$ cat src/inc/tped_pkg.sv
// package of the thermopile event detector: register map, field layout,
// reset values, filter time-constant table and small shared helpers.
// assumes a 32-bit classic wishbone slave with word-aligned registers.
package tped_pkg;

  // ----------------------------------------------------------------
  // register byte offsets
  // ----------------------------------------------------------------
  localparam logic [7:0] REG_TARGET_RAW   = 8'h00;
  localparam logic [7:0] REG_DIE_RAW      = 8'h04;
  localparam logic [7:0] REG_FAST_FILT    = 8'h08;
  localparam logic [7:0] REG_SLOW_FILT    = 8'h0C;
  localparam logic [7:0] REG_CAPTURED     = 8'h10;
  localparam logic [7:0] REG_DIE_FILT     = 8'h14;
  localparam logic [7:0] REG_INT_STATUS   = 8'h18;
  localparam logic [7:0] REG_CHIP_STATUS  = 8'h1C;
  localparam logic [7:0] REG_FILTER_TC    = 8'h20;
  localparam logic [7:0] REG_OCC_THR      = 8'h24;
  localparam logic [7:0] REG_MOVE_THR     = 8'h28;
  localparam logic [7:0] REG_JUMP_THR     = 8'h2C;
  localparam logic [7:0] REG_INT_MASK     = 8'h30;
  localparam logic [7:0] REG_CONTROL      = 8'h34;
  localparam logic [7:0] REG_TARGET_LIMIT = 8'h38;

  // ----------------------------------------------------------------
  // flag bit positions (status and mask share them)
  // ----------------------------------------------------------------
  localparam int FLAG_JUMP  = 1;
  localparam int FLAG_MOVE  = 2;
  localparam int FLAG_OCC   = 3;
  localparam int FLAG_LIMIT = 4;
  localparam int FLAG_W     = 5;

  // control register fields
  localparam int CTRL_INTERVAL_LSB = 0;
  localparam int CTRL_SRC_LSB      = 2;
  localparam int CTRL_POLARITY     = 4;
  // filter time-constant register fields
  localparam int TC_FAST_LSB = 0;
  localparam int TC_SLOW_LSB = 4;
  localparam int TC_DIE_LSB  = 8;

  // ----------------------------------------------------------------
  // reset values
  // ----------------------------------------------------------------
  localparam logic [4:0]  RST_INT_STATUS = 5'h10;
  localparam logic [4:0]  RST_INT_MASK   = 5'h10;
  localparam logic [11:0] RST_FILTER_TC  = 12'hA8B;
  localparam logic [7:0]  RST_OCC_THR    = 8'h32;
  localparam logic [7:0]  RST_MOVE_THR   = 8'h0A;
  localparam logic [7:0]  RST_JUMP_THR   = 8'h0A;
  localparam logic [4:0]  RST_CONTROL    = 5'h16;
  localparam logic [15:0] RST_LIMIT      = 16'hFFFF;

  // ----------------------------------------------------------------
  // detection constants
  // ----------------------------------------------------------------
  localparam logic [17:0] HYST_MIN   = 18'h00005;
  localparam logic [17:0] LIMIT_HYST = 18'h00040;
  localparam int          FILT_FRAC  = 14;

  // presence source selector codes
  typedef enum logic [1:0] {
    OCC_RAW_SLOW, OCC_FAST_SLOW, OCC_RAW_CAPT, OCC_FAST_CAPT
  } tped_occ_src_type;

  // time-constant select code to shift: coefficient is 2**-shift
  function automatic logic [3:0] tc_shift(input logic [3:0] code);
    case (code)
      4'hD:    tc_shift = 4'h2;
      4'hC:    tc_shift = 4'h3;
      4'hB:    tc_shift = 4'h4;
      4'hA:    tc_shift = 4'h5;
      4'h9:    tc_shift = 4'h6;
      4'h8:    tc_shift = 4'h7;
      4'h5:    tc_shift = 4'h8;
      4'h4:    tc_shift = 4'h9;
      4'h3:    tc_shift = 4'hA;
      4'h2:    tc_shift = 4'hB;
      4'h1:    tc_shift = 4'hC;
      default: tc_shift = 4'hD;
    endcase
  endfunction

  // set above threshold, clear below threshold less max(thr/8, 5)
  function automatic logic hyst_flag(input logic cond, input logic [17:0] mag,
                                     input logic [7:0] thr);
    logic [17:0] t;
    logic [17:0] off;
    t   = {10'h000, thr};
    off = (t >> 3) > HYST_MIN ? (t >> 3) : HYST_MIN;
    if (cond)
      hyst_flag = !((mag + off) < t);
    else
      hyst_flag = mag > t;
  endfunction

  // byte-lane merge of a write
  function automatic logic [31:0] merge32(input logic [31:0] old,
                                          input logic [31:0] dat,
                                          input logic [3:0] sel);
    for (int i = 0; i < 4; i++)
      merge32[8*i +: 8] = sel[i] ? dat[8*i +: 8] : old[8*i +: 8];
  endfunction

endpackage

$ cat src/design/tped_detector.sv
// thermopile event detector: filters, four detectors, flags, interrupt
// and a classic wishbone register slave.
// assumes adc samples arrive on pins with a strobe clock from the adc
// side; data is held stable for a whole period around its rising edge.
//
// Overview of operation
// RULE1 - two object low-pass filters, own coefficients
// RULE2 - four detectors, each selectable as interrupt
// RULE3 - parameters change live without restart
// RULE4 - raw samples reported, detection uses differences
// RULE5 - presence is difference of selected path pair
// RULE6 - presence flag when difference exceeds threshold
// RULE7 - motion is fast filter change over interval
// RULE8 - motion flag when change exceeds threshold
// RULE9 - motion set captures slow filter value
// RULE10 - shock flag: ambient minus its filter
// RULE11 - object sample against limit gives crossing events
// RULE12 - polarity bit picks rising or falling crossing
// RULE13 - reading interrupt status clears interrupt
// RULE14 - new interrupt only on fresh crossing
// RULE15 - reset sets limit flag, interrupt active
// RULE16 - decode two-bit presence source selector
// RULE17 - masked flags raise interrupt until status read
// RULE18 - flags clear below threshold by hysteresis
// RULE19 - object limit comparator has 64 counts hysteresis
// RULE20 - coefficient from code, per-sample update, limit doubled
//
// Decided for this implementation: the Wishbone slave port and the address map.
`timescale 1ns/10ps
module tped_detector #(
  parameter int OBJ_W      = 17,
  parameter int AMB_W      = 16,
  parameter int MOVE_STEP  = 1
) (
  // clock and reset
  input  wire logic             clock,
  input  wire logic             arst_n,
  // wishbone slave
  input  wire logic             wb_cyc_i,
  input  wire logic             wb_stb_i,
  input  wire logic             wb_we_i,
  input  wire logic [7:0]       wb_adr_i,
  input  wire logic [3:0]       wb_sel_i,
  input  wire logic [31:0]      wb_dat_i,
  output logic      [31:0]      wb_dat_o,
  output logic                  wb_ack_o,
  // adc sample link
  input  wire logic             adc_clk,
  input  wire logic [OBJ_W-1:0] raw_target_sample,
  input  wire logic [AMB_W-1:0] raw_die_temp_sample,
  // interrupt to host, active high level
  output logic                  int_out
);

  // ----------------------------------------------------------------
  // link synchronisers
  // ----------------------------------------------------------------
  logic             clk_s1;
  logic             clk_s2;
  logic             clk_s3;
  logic [OBJ_W-1:0] obj_s1;
  logic [OBJ_W-1:0] obj_s2;
  logic [AMB_W-1:0] amb_s1;
  logic [AMB_W-1:0] amb_s2;
  logic             take;
  logic             take_d;

  // data is stable across the edge, so per-bit two-stage sync is safe
  always_ff @(posedge clock or negedge arst_n)
  begin
    if (!arst_n)
    begin
      {clk_s3, clk_s2, clk_s1}         <= 3'h0;
      {obj_s2, obj_s1, amb_s2, amb_s1} <= '0;
    end
    else
    begin
      {clk_s3, clk_s2, clk_s1} <= {clk_s2, clk_s1, adc_clk};
      {obj_s2, obj_s1}         <= {obj_s1, raw_target_sample};
      {amb_s2, amb_s1}         <= {amb_s1, raw_die_temp_sample};
    end
  end

  assign take = clk_s2 & ~clk_s3;

  // ----------------------------------------------------------------
  // registers
  // ----------------------------------------------------------------
  logic [OBJ_W-1:0] target_raw;
  logic [AMB_W-1:0] die_raw;
  logic [11:0]      filter_tc;
  logic [7:0]       occ_thr;
  logic [7:0]       move_thr;
  logic [7:0]       jump_thr;
  logic [4:0]       int_mask;
  logic [4:0]       control;
  logic [15:0]      target_limit;
  logic [4:0]       int_status;
  logic [4:0]       chip_status;
  logic             bus_req;
  logic             wr_hit;
  logic             status_read;
  logic [31:0]      rd_word;
  logic [31:0]      wr_word;

  assign bus_req     = wb_cyc_i & wb_stb_i & ~wb_ack_o;
  assign wr_hit      = bus_req & wb_we_i;
  assign status_read = bus_req & ~wb_we_i & (wb_adr_i == tped_pkg::REG_INT_STATUS);
  assign wr_word     = tped_pkg::merge32(rd_word, wb_dat_i, wb_sel_i); // unselected lanes kept

  // raw samples are kept unconverted for the host
  always_ff @(posedge clock or negedge arst_n)
  begin
    if (!arst_n)
    begin
      target_raw <= '0;
      die_raw    <= '0;
      take_d     <= 1'b0;
    end
    else
    begin
      take_d <= take;
      if (take)
      begin
        target_raw <= obj_s2; // RULE4
        die_raw    <= amb_s2;
      end
    end
  end

  // configuration writes act on the next sample, the interrupt mask at once; no restart needed
  always_ff @(posedge clock or negedge arst_n)
  begin
    if (!arst_n)
    begin
      filter_tc    <= tped_pkg::RST_FILTER_TC;
      occ_thr      <= tped_pkg::RST_OCC_THR;
      move_thr     <= tped_pkg::RST_MOVE_THR;
      jump_thr     <= tped_pkg::RST_JUMP_THR;
      int_mask     <= tped_pkg::RST_INT_MASK;
      control      <= tped_pkg::RST_CONTROL;
      target_limit <= tped_pkg::RST_LIMIT;
    end
    else if (wr_hit) // RULE3
    begin
      unique case (wb_adr_i)
        tped_pkg::REG_FILTER_TC:    filter_tc    <= wr_word[11:0];
        tped_pkg::REG_OCC_THR:      occ_thr      <= wr_word[7:0];
        tped_pkg::REG_MOVE_THR:     move_thr     <= wr_word[7:0];
        tped_pkg::REG_JUMP_THR:     jump_thr     <= wr_word[7:0];
        tped_pkg::REG_INT_MASK:     int_mask     <= wr_word[4:0];
        tped_pkg::REG_CONTROL:      control      <= wr_word[4:0];
        tped_pkg::REG_TARGET_LIMIT: target_limit <= wr_word[15:0];
        default: ; // read-only or unmapped: write ignored
      endcase
    end
  end

  // ----------------------------------------------------------------
  // filters
  // ----------------------------------------------------------------
  logic [OBJ_W-1:0] fast_filtered_target;
  logic [OBJ_W-1:0] slow_filtered_target;
  logic [AMB_W-1:0] filtered_die_temp;
  logic [OBJ_W-1:0] captured_slow_target;

  // each filter steps once per adc sample
  tped_lowpass #(.DW(OBJ_W)) u_fast (
    .clock    (clock),
    .arst_n   (arst_n),
    .take     (take),
    .sample   (obj_s2),
    .sel_code (filter_tc[tped_pkg::TC_FAST_LSB +: 4]),
    .filtered (fast_filtered_target)
  );
  tped_lowpass #(.DW(OBJ_W)) u_slow (
    .clock    (clock),
    .arst_n   (arst_n),
    .take     (take),
    .sample   (obj_s2),
    .sel_code (filter_tc[tped_pkg::TC_SLOW_LSB +: 4]),
    .filtered (slow_filtered_target)
  );
  tped_lowpass #(.DW(AMB_W)) u_die (
    .clock    (clock),
    .arst_n   (arst_n),
    .take     (take),
    .sample   (amb_s2),
    .sel_code (filter_tc[tped_pkg::TC_DIE_LSB +: 4]),
    .filtered (filtered_die_temp)
  );

  // ----------------------------------------------------------------
  // detector values
  // ----------------------------------------------------------------
  logic signed [17:0]      occupancy_value;
  logic signed [17:0]      movement_value;
  logic signed [17:0]      die_jump_value;
  logic signed [17:0]      move_now;
  logic signed [17:0]      move_sel;
  logic                    move_primed;
  logic [17:0]             occ_mag;
  logic [17:0]             move_mag;
  logic [17:0]             jump_mag;
  logic [OBJ_W-1:0]        fast_prev;
  logic [OBJ_W-1:0]        occ_a;
  logic [OBJ_W-1:0]        occ_b;
  logic [3:0]              move_cnt;
  logic [3:0]              move_len;
  logic                    move_tick;
  logic [1:0]              occupancy_source_sel;
  logic                    target_limit_polarity;
  logic [17:0]             limit_x2;

  assign occupancy_source_sel  = control[tped_pkg::CTRL_SRC_LSB +: 2];
  assign target_limit_polarity = control[tped_pkg::CTRL_POLARITY];
  assign limit_x2              = {1'b0, target_limit, 1'b0}; // RULE20

  // pick the pair of paths whose difference gives presence
  always_comb
  begin
    occ_a = occupancy_source_sel[0] ? fast_filtered_target : target_raw; // RULE16
    occ_b = occupancy_source_sel[1] ? captured_slow_target : slow_filtered_target; // RULE16
    occupancy_value = $signed({1'b0, occ_a}) - $signed({1'b0, occ_b}); // RULE5
    die_jump_value  = $signed(18'(die_raw)) - $signed(18'(filtered_die_temp)); // RULE10
    // thresholds are symmetric, so magnitudes are compared
    occ_mag  = occupancy_value[17] ? 18'(-occupancy_value) : 18'(occupancy_value);
    move_now = move_primed ? $signed({1'b0, fast_filtered_target}) - $signed({1'b0, fast_prev})
                           : 18'sh00000; // RULE7
    move_sel = move_tick ? move_now : movement_value; // fresh difference on a tick
    move_mag = move_sel[17] ? 18'(-move_sel) : 18'(move_sel);
    jump_mag = die_jump_value[17] ? 18'(-die_jump_value) : 18'(die_jump_value);
  end

  // motion interval in samples: (code + 1) * step
  assign move_len  = 4'((control[tped_pkg::CTRL_INTERVAL_LSB +: 2] + 3'h1) * MOVE_STEP);
  assign move_tick = take_d & (move_cnt + 4'h1 >= move_len);

  // fast filter is sampled once per interval and differenced
  always_ff @(posedge clock or negedge arst_n)
  begin
    if (!arst_n)
    begin
      move_cnt       <= '0;
      fast_prev      <= '0;
      movement_value <= '0;
      move_primed    <= 1'b0;
    end
    else if (take_d)
    begin
      move_cnt <= move_tick ? 4'h0 : move_cnt + 4'h1;
      if (move_tick)
      begin
        fast_prev      <= fast_filtered_target;
        movement_value <= move_now; // RULE7
        move_primed    <= 1'b1;
      end
    end
  end

  // ----------------------------------------------------------------
  // conditions, events and flags
  // ----------------------------------------------------------------
  logic [4:0] next_chip_status;
  logic [4:0] events;

  // live conditions with hysteresis, evaluated after each sample
  always_comb
  begin
    next_chip_status = chip_status;
    next_chip_status[0] = 1'b0;
    if (take_d)
    begin
      next_chip_status[tped_pkg::FLAG_OCC] =
        tped_pkg::hyst_flag(chip_status[tped_pkg::FLAG_OCC], occ_mag, occ_thr); // RULE6 RULE18
      next_chip_status[tped_pkg::FLAG_MOVE] =
        tped_pkg::hyst_flag(chip_status[tped_pkg::FLAG_MOVE], move_mag, move_thr); // RULE8 RULE18
      next_chip_status[tped_pkg::FLAG_JUMP] =
        tped_pkg::hyst_flag(chip_status[tped_pkg::FLAG_JUMP], jump_mag, jump_thr); // RULE10 RULE18
      // limit side band of 64 counts keeps noise from re-triggering
      if (target_limit_polarity) // RULE12
      begin
        if (chip_status[tped_pkg::FLAG_LIMIT])
          next_chip_status[tped_pkg::FLAG_LIMIT] =
            !((18'(target_raw) + tped_pkg::LIMIT_HYST) < limit_x2); // RULE19
        else
          next_chip_status[tped_pkg::FLAG_LIMIT] = 18'(target_raw) > limit_x2; // RULE11
      end
      else
      begin
        if (chip_status[tped_pkg::FLAG_LIMIT])
          next_chip_status[tped_pkg::FLAG_LIMIT] =
            !(18'(target_raw) > limit_x2 + tped_pkg::LIMIT_HYST); // RULE19
        else
          next_chip_status[tped_pkg::FLAG_LIMIT] = 18'(target_raw) < limit_x2; // RULE11
      end
    end
  end

  // only an inactive-to-active change is an event
  assign events = next_chip_status & ~chip_status; // RULE14
  always_ff @(posedge clock or negedge arst_n)
  begin
    if (!arst_n)
      chip_status <= '0;
    else
      chip_status <= next_chip_status;
  end
  // freeze slow filter on the motion event
  always_ff @(posedge clock or negedge arst_n)
  begin
    if (!arst_n)
      captured_slow_target <= '0;
    else if (events[tped_pkg::FLAG_MOVE])
      captured_slow_target <= slow_filtered_target; // RULE9
  end
  // sticky interrupt status; a new event wins over the read clear
  always_ff @(posedge clock or negedge arst_n)
  begin
    if (!arst_n)
      int_status <= tped_pkg::RST_INT_STATUS; // RULE15
    else
      int_status <= (status_read ? 5'h00 : int_status) | events; // RULE13
  end
  // any masked flag drives the pin until the status read
  assign int_out = |(int_status & int_mask); // RULE2 RULE17

  // ----------------------------------------------------------------
  // bus answer
  // ----------------------------------------------------------------
  // unmapped addresses read zero and are still acknowledged
  always_comb
  begin
    unique case (wb_adr_i)
      tped_pkg::REG_TARGET_RAW:   rd_word = 32'(target_raw);
      tped_pkg::REG_DIE_RAW:      rd_word = 32'(die_raw);
      tped_pkg::REG_FAST_FILT:    rd_word = 32'(fast_filtered_target);
      tped_pkg::REG_SLOW_FILT:    rd_word = 32'(slow_filtered_target);
      tped_pkg::REG_CAPTURED:     rd_word = 32'(captured_slow_target);
      tped_pkg::REG_DIE_FILT:     rd_word = 32'(filtered_die_temp);
      tped_pkg::REG_INT_STATUS:   rd_word = 32'(int_status);
      tped_pkg::REG_CHIP_STATUS:  rd_word = 32'(chip_status);
      tped_pkg::REG_FILTER_TC:    rd_word = 32'(filter_tc);
      tped_pkg::REG_OCC_THR:      rd_word = 32'(occ_thr);
      tped_pkg::REG_MOVE_THR:     rd_word = 32'(move_thr);
      tped_pkg::REG_JUMP_THR:     rd_word = 32'(jump_thr);
      tped_pkg::REG_INT_MASK:     rd_word = 32'(int_mask);
      tped_pkg::REG_CONTROL:      rd_word = 32'(control);
      tped_pkg::REG_TARGET_LIMIT: rd_word = 32'(target_limit);
      default:                    rd_word = 32'h0000_0000;
    endcase
  end

  // one wait state: ack the cycle after the request, drop it next cycle
  always_ff @(posedge clock or negedge arst_n)
  begin
    if (!arst_n)
    begin
      wb_ack_o <= 1'b0;
      wb_dat_o <= '0;
    end
    else
    begin
      wb_ack_o <= bus_req;
      if (bus_req && !wb_we_i)
        wb_dat_o <= rd_word;
    end
  end

endmodule // tped_detector

$ cat src/design/tped_lowpass.sv
// first-order recursive low-pass filter with a shift coefficient.
// assumes take is a one-cycle strobe on clock; first sample preloads.
`timescale 1ns/10ps
module tped_lowpass #(
  parameter int DW = 17
) (
  // clock and reset
  input  wire logic          clock,
  input  wire logic          arst_n,
  // sample in
  input  wire logic          take,
  input  wire logic [DW-1:0] sample,
  input  wire logic [3:0]    sel_code,
  // filtered out
  output logic      [DW-1:0] filtered
);

  localparam int FW = tped_pkg::FILT_FRAC;

  logic [DW+FW-1:0]        acc;
  logic                    primed;
  logic signed [DW+FW:0]   diff;
  logic signed [DW+FW:0]   step;

  // y += (x - y) * 2**-k equals x*S + y*(1-S) with S = 2**-k
  always_comb
  begin
    diff = $signed({1'b0, sample, {FW{1'b0}}}) - $signed({1'b0, acc});
    step = diff >>> tped_pkg::tc_shift(sel_code); // RULE20
  end

  // accumulator keeps fraction bits so slow filters do not stall
  always_ff @(posedge clock or negedge arst_n)
  begin
    if (!arst_n)
    begin
      acc    <= '0;
      primed <= 1'b0;
    end
    else if (take)
    begin
      primed <= 1'b1;
      if (!primed)
        acc <= {sample, {FW{1'b0}}};
      else
        acc <= acc + step[DW+FW-1:0]; // RULE1
    end
  end

  assign filtered = acc[DW+FW-1:FW];

endmodule // tped_lowpass

$ cat config.mk
export PLATFORM = sky130hd
export DESIGN_NAME = tped_detector
export DESIGN_NICKNAME = d
export VERILOG_FILES = /design/src/inc/tped_pkg.sv /design/src/design/tped_detector.sv /design/src/design/tped_lowpass.sv
export SDC_FILE = /design/constraint.sdc
export NUM_CORES = 2
export LEC_CHECK = 0
export BUFFER_PORTS_ARGS = -buffer_cell sky130_fd_sc_hd__buf_4
export CAP_MARGIN = 25
export CORE_ASPECT_RATIO = 1.1
export CORE_UTILIZATION = 30
export DETAILED_ROUTE_END_ITERATION = 6
export GPL_ROUTABILITY_DRIVEN = 0
export SETUP_SLACK_MARGIN = 0.2
export SLEW_MARGIN = 20
export SYNTH_ARGS = -nofsm -noshare
export SYNTH_HDL_FRONTEND = slang
export SYNTH_SLANG_ARGS = --single-unit
export TNS_END_PERCENT = 10
$ cat constraint.sdc
create_clock -name clock -period 8.2 [get_ports clock]
set_input_delay 1.64 -clock clock [delete_from_list [all_inputs] [get_ports clock]]
set_output_delay 1.64 -clock clock [all_outputs]
set_load 0.02 [all_outputs]
==> flow_metrics.py <==
metrics = {
    "run_status": {
        "status": "finished, violations left",
        "violations": "DRC",
    },
    "synth": {
        "ys_ff_latch": 341,
        "syn-cell-area_sq_um": 34100,
        "yosysTopAreaCellShare_pct": 22.5,
        "synth_top_family_by_area": "compound AO/OA/AOI/OAI gates",
        "yosysTopAreaCell": "dfrtp_1",
        "synthSimpleGateAreaFrac_pct": 19.1,
        "syn_avg_cell_area_sq_um": 8.04,
        "synth_compound_area_share_pct": 24.4,
        "synthXorXnorAreaFrac_pct": 6.21,
        "synth_edf_count": 0,
        "async_reset_ff_share_pct": 100,
        "syn_inst": 4245,
        "synthMuxAreaShare_pct": 7.91,
        "synthTopCellsByArea": "dfrtp_1 (23%), ha_1 (12%), a21oi_1 (5.1%)",
        "synth_ff_type": "dfrtp_1",
        "yosys_warnings": 0,
        "ys_seq_area_share_pct": 25.1,
        "synth_fa_ha_area_share_pct": 12.0,
        "yosysUniqueCellTypes": 120,
    },
    "global_route": {
        "antenna_found_initial": 2,
        "grt_util_all_layers_pct": 19.5,
        "grt_pass1_wl_um": 177000,
        "grt_max_degree": 144,
        "grt_pass1_vias": 30295,
        "gr-total-overflow": 0,
    },
    "clocking": {
        "cts_num_sinks": 341,
        "htreeDepth": 2,
        "postCtsResizedCells": 0,
        "cts_tree": "done",
        "hold_buffers": 0,
        "clk_pin_slew_worst_paths_ns": 0.07,
        "cts_setup_buffers": 0,
        "root_buffer": "clkbuf_16",
        "tritoncts.num_buffers": 44,
        "clockBufferDepth": 3,
        "clock_latency_ns": 0.64,
    },
    "timing": {
        "final.min_clock_period_ns": 7.37,
        "tns_ns": 0,
        "setup_ws_ns": 0.826,
        "fmax_mhz": 136,
        "fin_skew_ns": 0.0412,
        "setup_violations": 0,
        "slew_headroom_pct": 32.0,
        "rsz0062_at_grt": "false",
        "fin_crit_sh_pct": 89.9,
        "tightest_slew_ns": 1.02,
        "maxSlewViolCount": 0,
        "hold_viol_final": 0,
    },
    "drt": {
        "drtPass1Iterations": 7,
        "antenna_left": 0,
        "routedWlPerCell_um": 19.6,
        "routed_wl_um": 113000,
        "drt_iter0_drc": 2826,
        "drc": 3,
        "vias": 31792,
        "post_drt_via_cell_ratio": 5.51,
    },
    "layout": {
        "area_growth_pct": 11.0,
        "layout_commonest_cell": "nand2_1",
        "drive_gt1_share_pct": 10.5,
        "nets": 4632,
        "fillers": 11941,
        "register_area_sq_um": 8580,
        "finish.instance_area_sq_um": 37900,
        "multiInputGateArea_sq_um": 23900,
        "final_cell_mix": "nand2_1 (456), nor2_1 (364), a21oi_1 (344)",
    },
    "pwr": {
        "powerDensity_nw_per_um2": 502,
        "p_leak_nw": 16.3,
        "ir_worst_vdd_uv": 206,
        "p_total_mw": 19.0,
    },
    "setup_path": {
        "worstPathArrival_ns": 7.88,
        "crit_path_end_kind": "flop",
        "critPathLaunchType": "flop",
        "critPathKind": "reg2reg",
        "cp_max_fo": 9,
        "cp.required_ns": 8.71,
    },
    "place": {
        "place_hpwl_um": 86600,
        "dp_slack_ns": 0.997,
        "io_buffers": 83,
        "placedInstanceArea_sq_um": 36200,
    },
    "floorplan": {
        "row_count": 129,
        "design.die.area_sq_um": 115000,
        "fp.dieH_um": 356,
        "initial_core_util_pct": 30.3,
        "core-area_sq_um": 113000,
        "chipWidth_um": 324,
        "io_pins": 117,
    },
    "hold_path": {
        "hold_class": "reg2reg",
    },
    "flow_run": {
        "drv_cap": 0,
    },
}
## critical path, cell delays in order, from the launching register on
cell	delay, ns
dfrtp_1	0.42
nor2_1	0.58
nand2_1	0.21
nor3_1	0.43
nand3b_1	0.20
nor2_1	0.23
nand3_1	0.10
o21ai_0	0.11
o22ai_1	0.11
o31ai_1	0.11
o21ai_0	0.17
o21ai_0	0.33
nor2_1	0.07
a21oi_1	0.17
ha_1	0.28
nor2b_1	0.16
o21ai_0	0.23
a21boi_0	0.17
o21ai_0	0.27
a21oi_1	0.19
a2111oi_0	0.53
o21ai_0	0.38
a311oi_1	0.49
o21ai_0	0.19
a2111oi_0	0.60
o31ai_1	0.17
a311o_1	0.33
## per-stage QoR
stage,instances,hold WS [ns],utilization [%]
2_1_floorplan,4259,0.331,-
3_3_place_gp,5683,0.332,32.2
3_5_place_dp,5685,0.335,32.2
4_1_cts,5767,0.329,33.6
5_1_grt,5768,0.352,33.6
6_report,5769,0.328,33.6
## area by class of cell
cell class                      instances  area share [%]
Sequential cell                       341            22.7
Tap cell                             1506            4.98
Timing Repair Buffer                  142            2.90
Clock inverter                         26           0.982
Multi-Input combinational cell       3476            63.1
Clock buffer                           56            3.21
Inverter                              221            2.19
Antenna cell                            1         0.00661
## synth_stat cells (10+ instances only)
master    number
nand2_1      456
or4_1         10
o21bai_1      38
or2_2         13
a21o_1        89
dfstp_2       34
clkbuf_1     174
a31oi_1       73
xor2_1        83
a311oi_1      11
nor3_1        89
nand3b_1      16
xnor2_1      159
a222oi_1      12
inv_1        217
nand2b_1      48
nand4_1       38
nand3_1       86
buf_4         19
buf_1         15
and3_1        43
o21ai_0      296
nor4_1        23
mux2_2       107
o22ai_1       25
a22o_1        11
o31ai_1       36
nor2_1       364
and4_1        11
a21oi_1      346
or3_1         26
o211ai_1      33
and2_1        24
nor2b_1       56
a32o_1        10
mux2i_1      129
ha_1         314
o21a_1        54
a22oi_1       63
a221oi_1      13
dfrtp_1      307
a211oi_1      51
## sequential cells by signal, indices dropped and copies added, names as in the netlist, 12 cells and up
signal	flops
u_fast.acc	31
u_slow.acc	31
u_die.acc	30
movement_value	18
captured_slow_target	17
fast_prev	17
obj_s1	17
obj_s2	17
target_raw	17
wb_dat_o	17
amb_s1	16
amb_s2	16
die_raw	16
target_limit	16
filter_tc	12
## path summary, 6_finish.rpt
check | start | to | slack [ns] | depth (start not counted)
worst max register to register | u_die.acc[1] | u_die.acc[28] | 0.83 | 26
min in group asynchronous | arst_n | die_raw[7] | 0.99 | 1
worst max-delay path | u_die.acc[1] | u_die.acc[28] | 0.83 | 26
worst min register to register | amb_s1[4] | amb_s2[4] | 0.33 | 0
max in group asynchronous | arst_n | obj_s1[9] | 5.84 | 2
worst min-delay path | amb_s1[4] | amb_s2[4] | 0.33 | 0
## cells by family (layout without fill, tap and decap cells)
logic type	count (synthesis)	count (layout)
xor+xnor	242	242
simple gates	1360	1360
other cells	1	16
mux	248	248
fa+ha+maj	323	323
flops	341	341
buf+inv	442	445
compound gates	1288	1288
## power by group
part	internal [mW]	leakage [nW]	switching (mW)
Combinational	5.87	11.5	8.16
Sequential	2.10	4.08	0.696
Clock	1.29	0.757	0.888
## metal layers
layer  vias up  GRT usage, %  wire, um
met5         -             0        13
met4         2          7.61      4690
met3       212          2.17      5800
met2       903          32.7     52900
met1     15310          25.3     49800
li1      15365             -         -
Note: power is estimated with default switching activity, not from simulation.
